**src/core/gtm_cfg.svh**
```systemverilog
`ifndef GTM_CFG_SVH
`define GTM_CFG_SVH
`define GTM_OFS_PIN8      8'he8
`define GTM_OFS_PIN9      8'he9
`define GTM_OFS_PIN10     8'hea
`define GTM_OFS_PIN11     8'heb
`define GTM_OFS_SPUR      8'hf7
`define GTM_RST_MAP       8'h00
`define GTM_RST_SPUR      8'h00
`define GTM_DIR_BIT       7
`define GTM_RECFG_MS      200
`define GTM_CLK_MHZ       250
`define GTM_RECFG_CYC     (`GTM_RECFG_MS * 1000 * `GTM_CLK_MHZ)
`endif

```
**src/core/gtm_pkg.sv**
```systemverilog
package gtm_pkg;
   // One pin map register split into its fields
   typedef struct packed {
      logic       dir_status;   // 1 = status output, 0 = control input
      logic [6:0] map_index;    // Bit address into a 128-bit table
   } gtm_map_t;
   // Register access strobe group
   typedef struct packed {
      logic       wr;
      logic       rd;
      logic [7:0] addr;
      logic [7:0] wdata;
   } gtm_req_t;
   typedef enum logic [1:0] {
      GTM_IDLE  = 2'b01,
      GTM_RECFG = 2'b10
   } gtm_state_t;
endpackage : gtm_pkg

```
**src/core/gtm_gpio_map.sv**
```systemverilog
`timescale 1ns/10ps
`include "gtm_cfg.svh"
module gtm_gpio_map #(
   parameter int unsigned RECFG_CYCLES = `GTM_RECFG_CYC
) (
   input  wire logic             clk_sys,      // 250 MHz system clock
   input  wire logic             resetn,       // Async reset, active low
   input  wire gtm_pkg::gtm_req_t req,         // Register access strobes
   output logic [7:0]            rdata,        // Read data, registered
   output logic                  reconfig_busy, // Reconfiguration running
   input  wire logic [127:0]     status_table, // Status bits from core
   output logic [127:0]          control_table, // Control bits to core
   input  wire logic [3:0]       pin_in,       // Pins 8..11 sampled level
   output logic [3:0]            pin_out,      // Pins 8..11 drive value
   output logic [3:0]            pin_oe        // Pins 8..11 drive enable
);
   // Register state, timer and pin synchroniser
   gtm_pkg::gtm_map_t    map_r [4];
   logic [7:0]           spur_r;
   logic [3:0]           pin_s1_r;
   logic [3:0]           pin_s2_r;
   logic [31:0]          cnt_r;
   gtm_pkg::gtm_state_t  state_r;
   logic [3:0]           used_r;

   // Pin address decode, shared by read and write paths
   function automatic logic [2:0] pin_sel(input logic [7:0] a);
      unique case (a)
         `GTM_OFS_PIN8:  pin_sel = 3'h4;
         `GTM_OFS_PIN9:  pin_sel = 3'h5;
         `GTM_OFS_PIN10: pin_sel = 3'h6;
         `GTM_OFS_PIN11: pin_sel = 3'h7;
         default:        pin_sel = 3'h0;
      endcase
   endfunction : pin_sel

   // A write that really changes the setting; a rewrite costs nothing
   wire logic spur_change = req.wr && req.addr == `GTM_OFS_SPUR
                            && req.wdata != spur_r;

   // Map registers; access during reconfiguration is the host's fault
   generate
      for (genvar i = 0; i < 4; i++) begin : g_pin
         always_ff @(posedge clk_sys or negedge resetn) begin
            if (!resetn) begin
               map_r[i]  <= `GTM_RST_MAP;
               used_r[i] <= 1'b0;
            end else if (req.wr && pin_sel(req.addr) == 3'(4 + i)) begin
               map_r[i]  <= req.wdata;
               used_r[i] <= 1'b1;
            end
         end
         // Status pin drives the indexed status bit
         always_ff @(posedge clk_sys or negedge resetn) begin
            if (!resetn) begin
               pin_out[i] <= 1'b0;
               pin_oe[i]  <= 1'b0;
            end else begin
               pin_out[i] <= status_table[map_r[i].map_index];
               pin_oe[i]  <= used_r[i] && map_r[i].dir_status;
            end
         end
      end
   endgenerate

   // Two-flop synchroniser for pin levels
   always_ff @(posedge clk_sys or negedge resetn) begin
      if (!resetn) begin
         pin_s1_r <= 4'h0;
         pin_s2_r <= 4'h0;
      end else begin
         pin_s1_r <= pin_in;
         pin_s2_r <= pin_s1_r;
      end
   end

   // Control table; later pins win if two map the same bit
   always_ff @(posedge clk_sys or negedge resetn) begin
      if (!resetn) begin
         control_table <= 128'h0;
      end else begin
         for (int j = 0; j < 4; j++) begin
            if (used_r[j] && !map_r[j].dir_status)
               control_table[map_r[j].map_index] <= pin_s2_r[j];
         end
      end
   end

   // Spur setting register
   always_ff @(posedge clk_sys or negedge resetn) begin
      if (!resetn)
         spur_r <= `GTM_RST_SPUR;
      else if (req.wr && req.addr == `GTM_OFS_SPUR)
         spur_r <= req.wdata;
   end

   // Reconfiguration timer; a rewrite of an unchanged value starts nothing
   always_ff @(posedge clk_sys or negedge resetn) begin
      if (!resetn) begin
         state_r       <= gtm_pkg::GTM_IDLE;
         cnt_r         <= 32'h0;
         reconfig_busy <= 1'b0;
      end else begin
         unique case (state_r)
            gtm_pkg::GTM_IDLE: begin
               if (spur_change) begin
                  state_r       <= gtm_pkg::GTM_RECFG;
                  cnt_r         <= 32'(RECFG_CYCLES - 1);
                  reconfig_busy <= 1'b1;
               end
            end
            gtm_pkg::GTM_RECFG: begin
               if (cnt_r == 32'h0) begin
                  state_r       <= gtm_pkg::GTM_IDLE;
                  reconfig_busy <= 1'b0;
               end else begin
                  cnt_r <= cnt_r - 32'h1;
               end
            end
            // Illegal one-hot codes fall back to idle
            default: state_r <= gtm_pkg::GTM_IDLE;
         endcase
      end
   end

   // Read data; unmapped addresses read zero
   always_ff @(posedge clk_sys or negedge resetn) begin
      if (!resetn)
         rdata <= 8'h00;
      else if (req.rd) begin
         if (pin_sel(req.addr) != 3'h0)
            rdata <= map_r[2'(pin_sel(req.addr) - 3'h4)];
         else if (req.addr == `GTM_OFS_SPUR)
            rdata <= spur_r;
         else
            rdata <= 8'h00;
      end
   end
endmodule : gtm_gpio_map

```
**config.mk**
```make
export PLATFORM = sky130hd
export DESIGN_NAME = gtm_gpio_map
export DESIGN_NICKNAME = d
export VERILOG_FILES = /design/src/core/gtm_pkg.sv /design/src/core/gtm_gpio_map.sv
export VERILOG_INCLUDE_DIRS = /design/src /design/src/core
export SDC_FILE = /design/constraint.sdc
export NUM_CORES = 1
export LEC_CHECK = 0
export BUFFER_PORTS_ARGS = -buffer_cell sky130_fd_sc_hd__buf_2
export CORE_AREA = 8 8 234 236
export DETAILED_ROUTE_END_ITERATION = 8
export DIE_AREA = 0 0 242 244
export PLACE_DENSITY_LB_ADDON = 0.15
export SYNTH_ARGS = -nofsm -noshare
export SYNTH_HDL_FRONTEND = slang
export SYNTH_SLANG_ARGS = --single-unit
```
**constraint.sdc**
```tcl
create_clock -name clk_sys -period 8.6 [get_ports clk_sys]
set_clock_uncertainty 0.05 [all_clocks]
set_input_delay 1.72 -clock clk_sys [delete_from_list [all_inputs] [get_ports clk_sys]]
set_output_delay 1.72 -clock clk_sys [all_outputs]
set_load 0.01 [all_outputs]
```
==> metrics, run 1 <==
Synth top area share=28.5%; CP Class=in -> reg; cts hold-fix bufs=0; post-synthesis cell count=2467; period utilisation layout=45.8%; top_reg_cell synth=dfrtp_1; first-pass GRT wire length=138000 um; slowest CP cell=or4b_2; most common cell after layout, fill and taps aside=nand2_1; DR vias/cell=6.73; worst-path fanout max=17; starting density of the core=39.7%; min cycle time layout=3.94 ns; Setup Fix Bufs, Post-CTS=0; row cnt=83; Setup crit start kind=input port; CP bufs+invs=1; post-synth top area cell=dfrtp_1; Die Wd=242 um; io pins=297; unrepaired setup endpoints after global routing=false; CTS buffer count=29; Synth Warn #=0; Max IR drop VDD=153 uV; most frequent cells in the layout=nand2_1, buf_2, nand3_1, dfrtp_1, nor2_1; Placement Setup Slack=4.09 ns; DRC viols=0; Congestion Overflow GR=0; Die Y=244 um; run status=completed; post-synthesis sequential area ratio=28.6%; max incr delay on CP=0.97 ns; synth top area cells=dfrtp_1, mux2i_1, mux4_2; Syn Nets=2620; detailed-route via count=22200; number of gates resized after CTS=0; gpl congestion=0.984; clock root cell=clkbuf_16; Setup Viol. Count Final=0; Hold WC Path Type=reg -> reg; Fin. Hold Viols=0; Max Clk Rate=254 MHz; clk sinks=231; largest net degree at the start of global routing=132; post-route setup slack=4.66 ns; # fillers=5042; number of synthesized flops with an enable pin=0; worst endpoint data arrival time=4.32 ns; Core Region=0.0509 mm^2; CTS tree=built; P&R area growth vs syn=14.5%; gr usage total=29.9%; Multi-input gate area=0.0134 mm^2; actual slew at the worst max-slew pin=1.37 ns; Setup TNS Final=0 ns; Final HPWL DP=59000 um; leakage power=0.00937 uW; WL/cell=28.1 um; Cell variety after synth=73; H-tree depth=1; layout cell share with drive strength beyond 1=23.1%; Final #Nets=2742; clk buf depth=3; Slew Limit Headroom=8.44%; pwr/cell area=136 mW/mm^2; Synth Cell Area=0.0202 mm^2; final-report max-slew violation count=0; Port Buffers=296; Post-Route WL=92700 um; DRT Pass-1 Iters=7; vias in the first global route=21300; full die area=0.0590 mm^2; initial antenna violation count=6; Worst setup EP type=flop; max-cap violation count=0; Hold WS=0.299 ns; Reg clk slew, reported paths=0.06 ns; Iter 0 DRT Violations=2973; Final ANT Viol Nets=0; Crit path max-delay family=simple AND/OR/NAND/NOR gates; #FFs+latches synth=231; clk_lat worst skew=0.56 ns; register area=0.00580 mm^2; crit path cell chain=buf_2 -> nand4_1 -> nor3_2 -> nand2_1 -> or4b_2 -> o311ai_0 -> o41ai_1; Required @ worst endpoint=8.98 ns; Avg Inst Size Synth=8.19 um^2; Post-synth ARST share=100%
==> flip-flops by register name, indices dropped and copies added (netlist names) <==
name,cells
pin_out,4
control_table,128
reconfig_busy,1
spur_r,8
rdata,8
cnt_r,32
used_r,4
pin_s2_r,4
pin_s1_r,4
pin_oe,4
map_r,32
state_r,2
==> worst reg2reg max path: cells and delay by family, from the launching register on <==
kind | cells | cell delay [ns]
simple gates | 2 | 0.41
flops | 1 | 0.87
buf+inv | 2 | 0.83
compound gates | 3 | 0.87
==> layer usage <==
layer	GRT usage (%)	part of all wire (%)
met1	39.3	39
met2	45.6	44
met5	0	0.025
met3	8.01	12
met4	13.6	5.3
==> where the power goes <==
| group | switching [uW] | internal [uW] |
|---|---|---|
| Clock | 525 | 747 |
| Sequential | 70.6 | 1130 |
| Combinational | 433 | 243 |
==> final timing paths <==
path | start | to | depth (start not counted) | slack [ns]
setup reg to reg | map_r[10]$_DFFE_PN0P_ | pin_out[2]$_DFF_PN0_ | 7 | 5.42
hold reg to reg | pin_s1_r[3]$_DFF_PN0_ | pin_s2_r[3]$_DFF_PN0_ | 0 | 0.30
max in group asynchronous | resetn | pin_s2_r[0]$_DFF_PN0_ | 2 | 6.01
hold / removal | pin_s1_r[3]$_DFF_PN0_ | pin_s2_r[3]$_DFF_PN0_ | 0 | 0.30
min in group asynchronous | resetn | control_table[34]$_DFF_PN0_ | 1 | 1.13
setup / recovery | req[8] | cnt_r[29]$_DFFE_PN0P_ | 7 | 4.66
==> area by class of cell <==
cell class	count	area share [%]
multi-input cells	1948	58.1
flip-flops and latches	231	25.0
repair buffers	365	8.72
well taps	680	3.68
clock buffers	39	3.47
clock inverters	14	0.730
inverters	14	0.227
diodes	3	0.0324
==> logic make-up after synthesis <==
logic type / Yosys count / share of synthesized area, %
and+or+nand+nor: 1002 / 23.2
AOI/OAI and AO/OA: 593 / 20.0
muxes: 326 / 21.6
buffers and inverters: 288 / 5.43
DFF: 231 / 28.6
xor gates and xnor gates: 26 / 1.13
adders and majority gates: 1 / 0.0619
==> Yosys cell counts, drive strengths merged (37+ instances only) <==
cell type  count
mux4          82
mux2i        188
nor3          45
mux2          56
nand3        245
o21ai        153
a21oi         47
nand2        346
dfrtp        230
nor2         212
o311ai       120
a221oi        37
clkbuf       239
a31oi        132
==> stage by stage <==
step | std cells | power, uW | instance area (um^2) | utilization, %
finish | 3294 | 3150 | 23100 | 45.5
global route | 3293 | 3250 | 23100 | 45.5
global placement | 3237 | 1870 | 22200 | 43.6
detailed placement | 3238 | 1880 | 22200 | 43.6
floorplan | 2467 | 1570 | 20200 | -
CTS | 3291 | 3150 | 23100 | 45.5
Power figures use the tool's default switching activity.
==> run 2, diff against run 1 <==
==> constraint.sdc (replaced) <==
create_clock -name clk_sys -period 3.7 [get_ports clk_sys]
set_clock_uncertainty 0.05 [all_clocks]
set_input_delay 0.74 -clock clk_sys [delete_from_list [all_inputs] [get_ports clk_sys]]
set_output_delay 0.74 -clock clk_sys [all_outputs]
set_load 0.01 [all_outputs]
==> metrics, run 2 (same netlist as run 1, synthesis figures left out) <==
run status=completed; Max Clk Rate=340 MHz; detailed-route via count=22400 (+0.99%); clk_lat worst skew=0.59 ns (+0.03 ns); Iter 0 DRT Violations=2878 (-3.2%); Die Wd=242 um (unchanged); Clk network pwr share=41.0% (+0.6 points); Slew Limit Headroom=5.08% (-3.4 points); Setup Viol. Count Final=0 (unchanged); worst-path fanout max=9 (-8); most common cell after layout, fill and taps aside=nand2_1; Inserted Diodes=0 (-3); Worst setup EP type=flop; DRC viols=0 (unchanged); max-cap violation count=0 (unchanged); clk sinks=231 (unchanged); Reg clk slew, reported paths=0.06 ns (about the same); number of flip-flops under the largest register name=128 (unchanged); Sw Ratio=32.1% (-0.53 points); final-report max-slew violation count=0 (unchanged); largest net degree at the start of global routing=75 (-43%); final core utilization=46.5% (+1.0 points); pwr/cell area=316 mW/mm^2 (+130%); unrepaired setup endpoints after global routing=false; Most flops, register=control_table; CP Class=reg -> reg; gr usage total=30.1% (+0.23 points); min cycle time layout=2.95 ns; period utilisation layout=79.6%; Congestion Overflow GR=0 (unchanged); most frequent cells in the layout=nand2_1, buf_2, nand3_1, dfrtp_1, nor2_1; # fillers=4990 (-1.0%); clk buf depth=3 (unchanged); H-tree depth=1 (unchanged); Sw Pwr=2400 uW (+130%); CTS tree=built; cts hold-fix bufs=0 (unchanged); vias in the first global route=21600 (+1.1%); full die area=0.0590 mm^2 (unchanged); WL/cell=28.1 um (-0.28%); number of gates resized after CTS=0 (unchanged); P&R area growth vs syn=17.1%; post-route cell area=0.0237 mm^2 (+2.3%); leakage power=0.00972 uW (+3.7%); CTS buffer count=29 (unchanged); initial antenna violation count=0 (-6); Critical Path Source=cnt_r[0]$_DFFE_PN0P_; Fin. Hold Viols=0 (unchanged); Final ANT Viol Nets=0 (unchanged); max incr delay on CP=0.61 ns (-0.36 ns); Combinational Power Share=20.6% (-0.8 points); crit path cell chain=inv_1 -> ha_1 -> or3b_2 -> or4_1 -> a31oi_2 -> nor4b_1 -> xnor2_1 -> nor2_1; Final #Nets=2800 (+2.1%); starting density of the core=39.7% (unchanged); Hold WC Path Type=in -> async; actual slew at the worst max-slew pin=1.41 ns (+0.0403 ns); Worst R2R Start=cnt_r[0]$_DFFE_PN0P_; clock root cell=clkbuf_16; Max IR drop VDD=337 uV (+120%); io pins=297 (unchanged); first-pass GRT wire length=140000 um (+1.2%); DRT Pass-1 Iters=7 (unchanged); Setup Fix Bufs, Post-CTS=0 (unchanged); slowest CP cell=or4_1; Port Buffers=296 (unchanged); Required @ worst endpoint=4.08 ns (-4.90 ns); biggest registers after layout=control_table (128), cnt_r (32), map_r (32); post-place instance area=0.0227 mm^2 (+2.2%); Hold WS=0.0835 ns (-0.215 ns); worst endpoint data arrival time=3.33 ns (-0.99 ns); layout cell share with drive strength beyond 1=24.6% (+1.5 points); Post-Route WL=94000 um (+1.4%); Sequential Power Share=38.4% (+0.2 points); Setup TNS Final=0 ns (unchanged); DR vias/cell=6.69 (-0.70%); Core Region=0.0509 mm^2 (unchanged); Final HPWL DP=62600 um (+6.0%); Die Y=244 um (unchanged); Setup crit start kind=flop; internal power=5090 uW (+140%); row cnt=83 (unchanged); gpl congestion=1.01 (+2.5%)
-- run 2: cell types whose count changed in the layout (fill, tap and decap cells not counted), sizes merged --
| cell | before | now |
|---|---|---|
| clkinvlp | 2 | 0 |
| inv | 16 | 15 |
| buf | 365 | 423 |
| clkbuf | 39 | 38 |
| bufinv | 3 | 5 |
| diode | 3 | 0 |
| clkinv | 7 | 10 |
-- run 2: final cells by class --
| type | instances | area (um^2) | area share [%] |
|---|---|---|---|
| Timing Repair Buffer | 423 | 2530 | 10.7 |
| Clock inverter | 16 | 216 | 0.914 |
| Multi-Input combinational cell | 1948 | 13400 | 56.7 |
| Clock buffer | 38 | 790 | 3.34 |
| Tap cell | 680 | 851 | 3.59 |
| Sequential cell | 231 | 5800 | 24.5 |
| Inverter | 14 | 52.6 | 0.222 |
-- run 2: worst paths after layout --
| check | endpoint | slack, ns | cells after the start |
|---|---|---|---|
| min | control_table[37]$_DFF_PN0_ | 0.08 | 1 |
| max reg2reg | cnt_r[30]$_DFFE_PN0P_ | 0.75 | 8 |
| max in group asynchronous | map_r[0]$_DFFE_PN0P_ | 2.45 | 2 |
| max | cnt_r[30]$_DFFE_PN0P_ | 0.75 | 8 |
| min reg2reg | pin_s2_r[0]$_DFF_PN0_ | 0.30 | 0 |
| min in group clk_sys | pin_s1_r[2]$_DFF_PN0_ | 0.27 | 1 |
-- run 2: power groups by stage --
stage          registers, uW  logic (uW)  clock network (uW)
4_1_cts                 2870        1500                3120
6_report                2880        1540                3070
2_1_floorplan           2770         877                   0
3_5_place_dp            2910        1500                   0
5_1_grt                 2890        1620                3200
3_3_place_gp            2910        1480                   0
-- run 2: metal layers --
metal	up-vias	track usage [%]	wire [um]
li1	9704	-	-
met1	10900	39.4	37000
met2	1458	46.4	41600
met3	311	7.59	10300
met4	0	14.2	5160
met5	-	0	0
-- run 2: critical path, delay by kind of cell, from the launching register on --
family,cells,cell delay (ns)
fa+ha+maj,1,0.19
simple gates,4,1.53
buf+inv,1,0.09
compound gates,1,0.43
flops,1,0.38
xor+xnor,1,0.17
-- run 2: metrics by stage --
stage | total power [uW] | cells | worst slack (ns)
2_1_floorplan | 3650 | 2467 | 0.908
3_3_place_gp | 4400 | 3296 | 0.684
3_5_place_dp | 4410 | 3296 | 0.665
4_1_cts | 7490 | 3350 | 0.742
5_1_grt | 7710 | 3350 | 0.548
6_report | 7490 | 3350 | 0.755
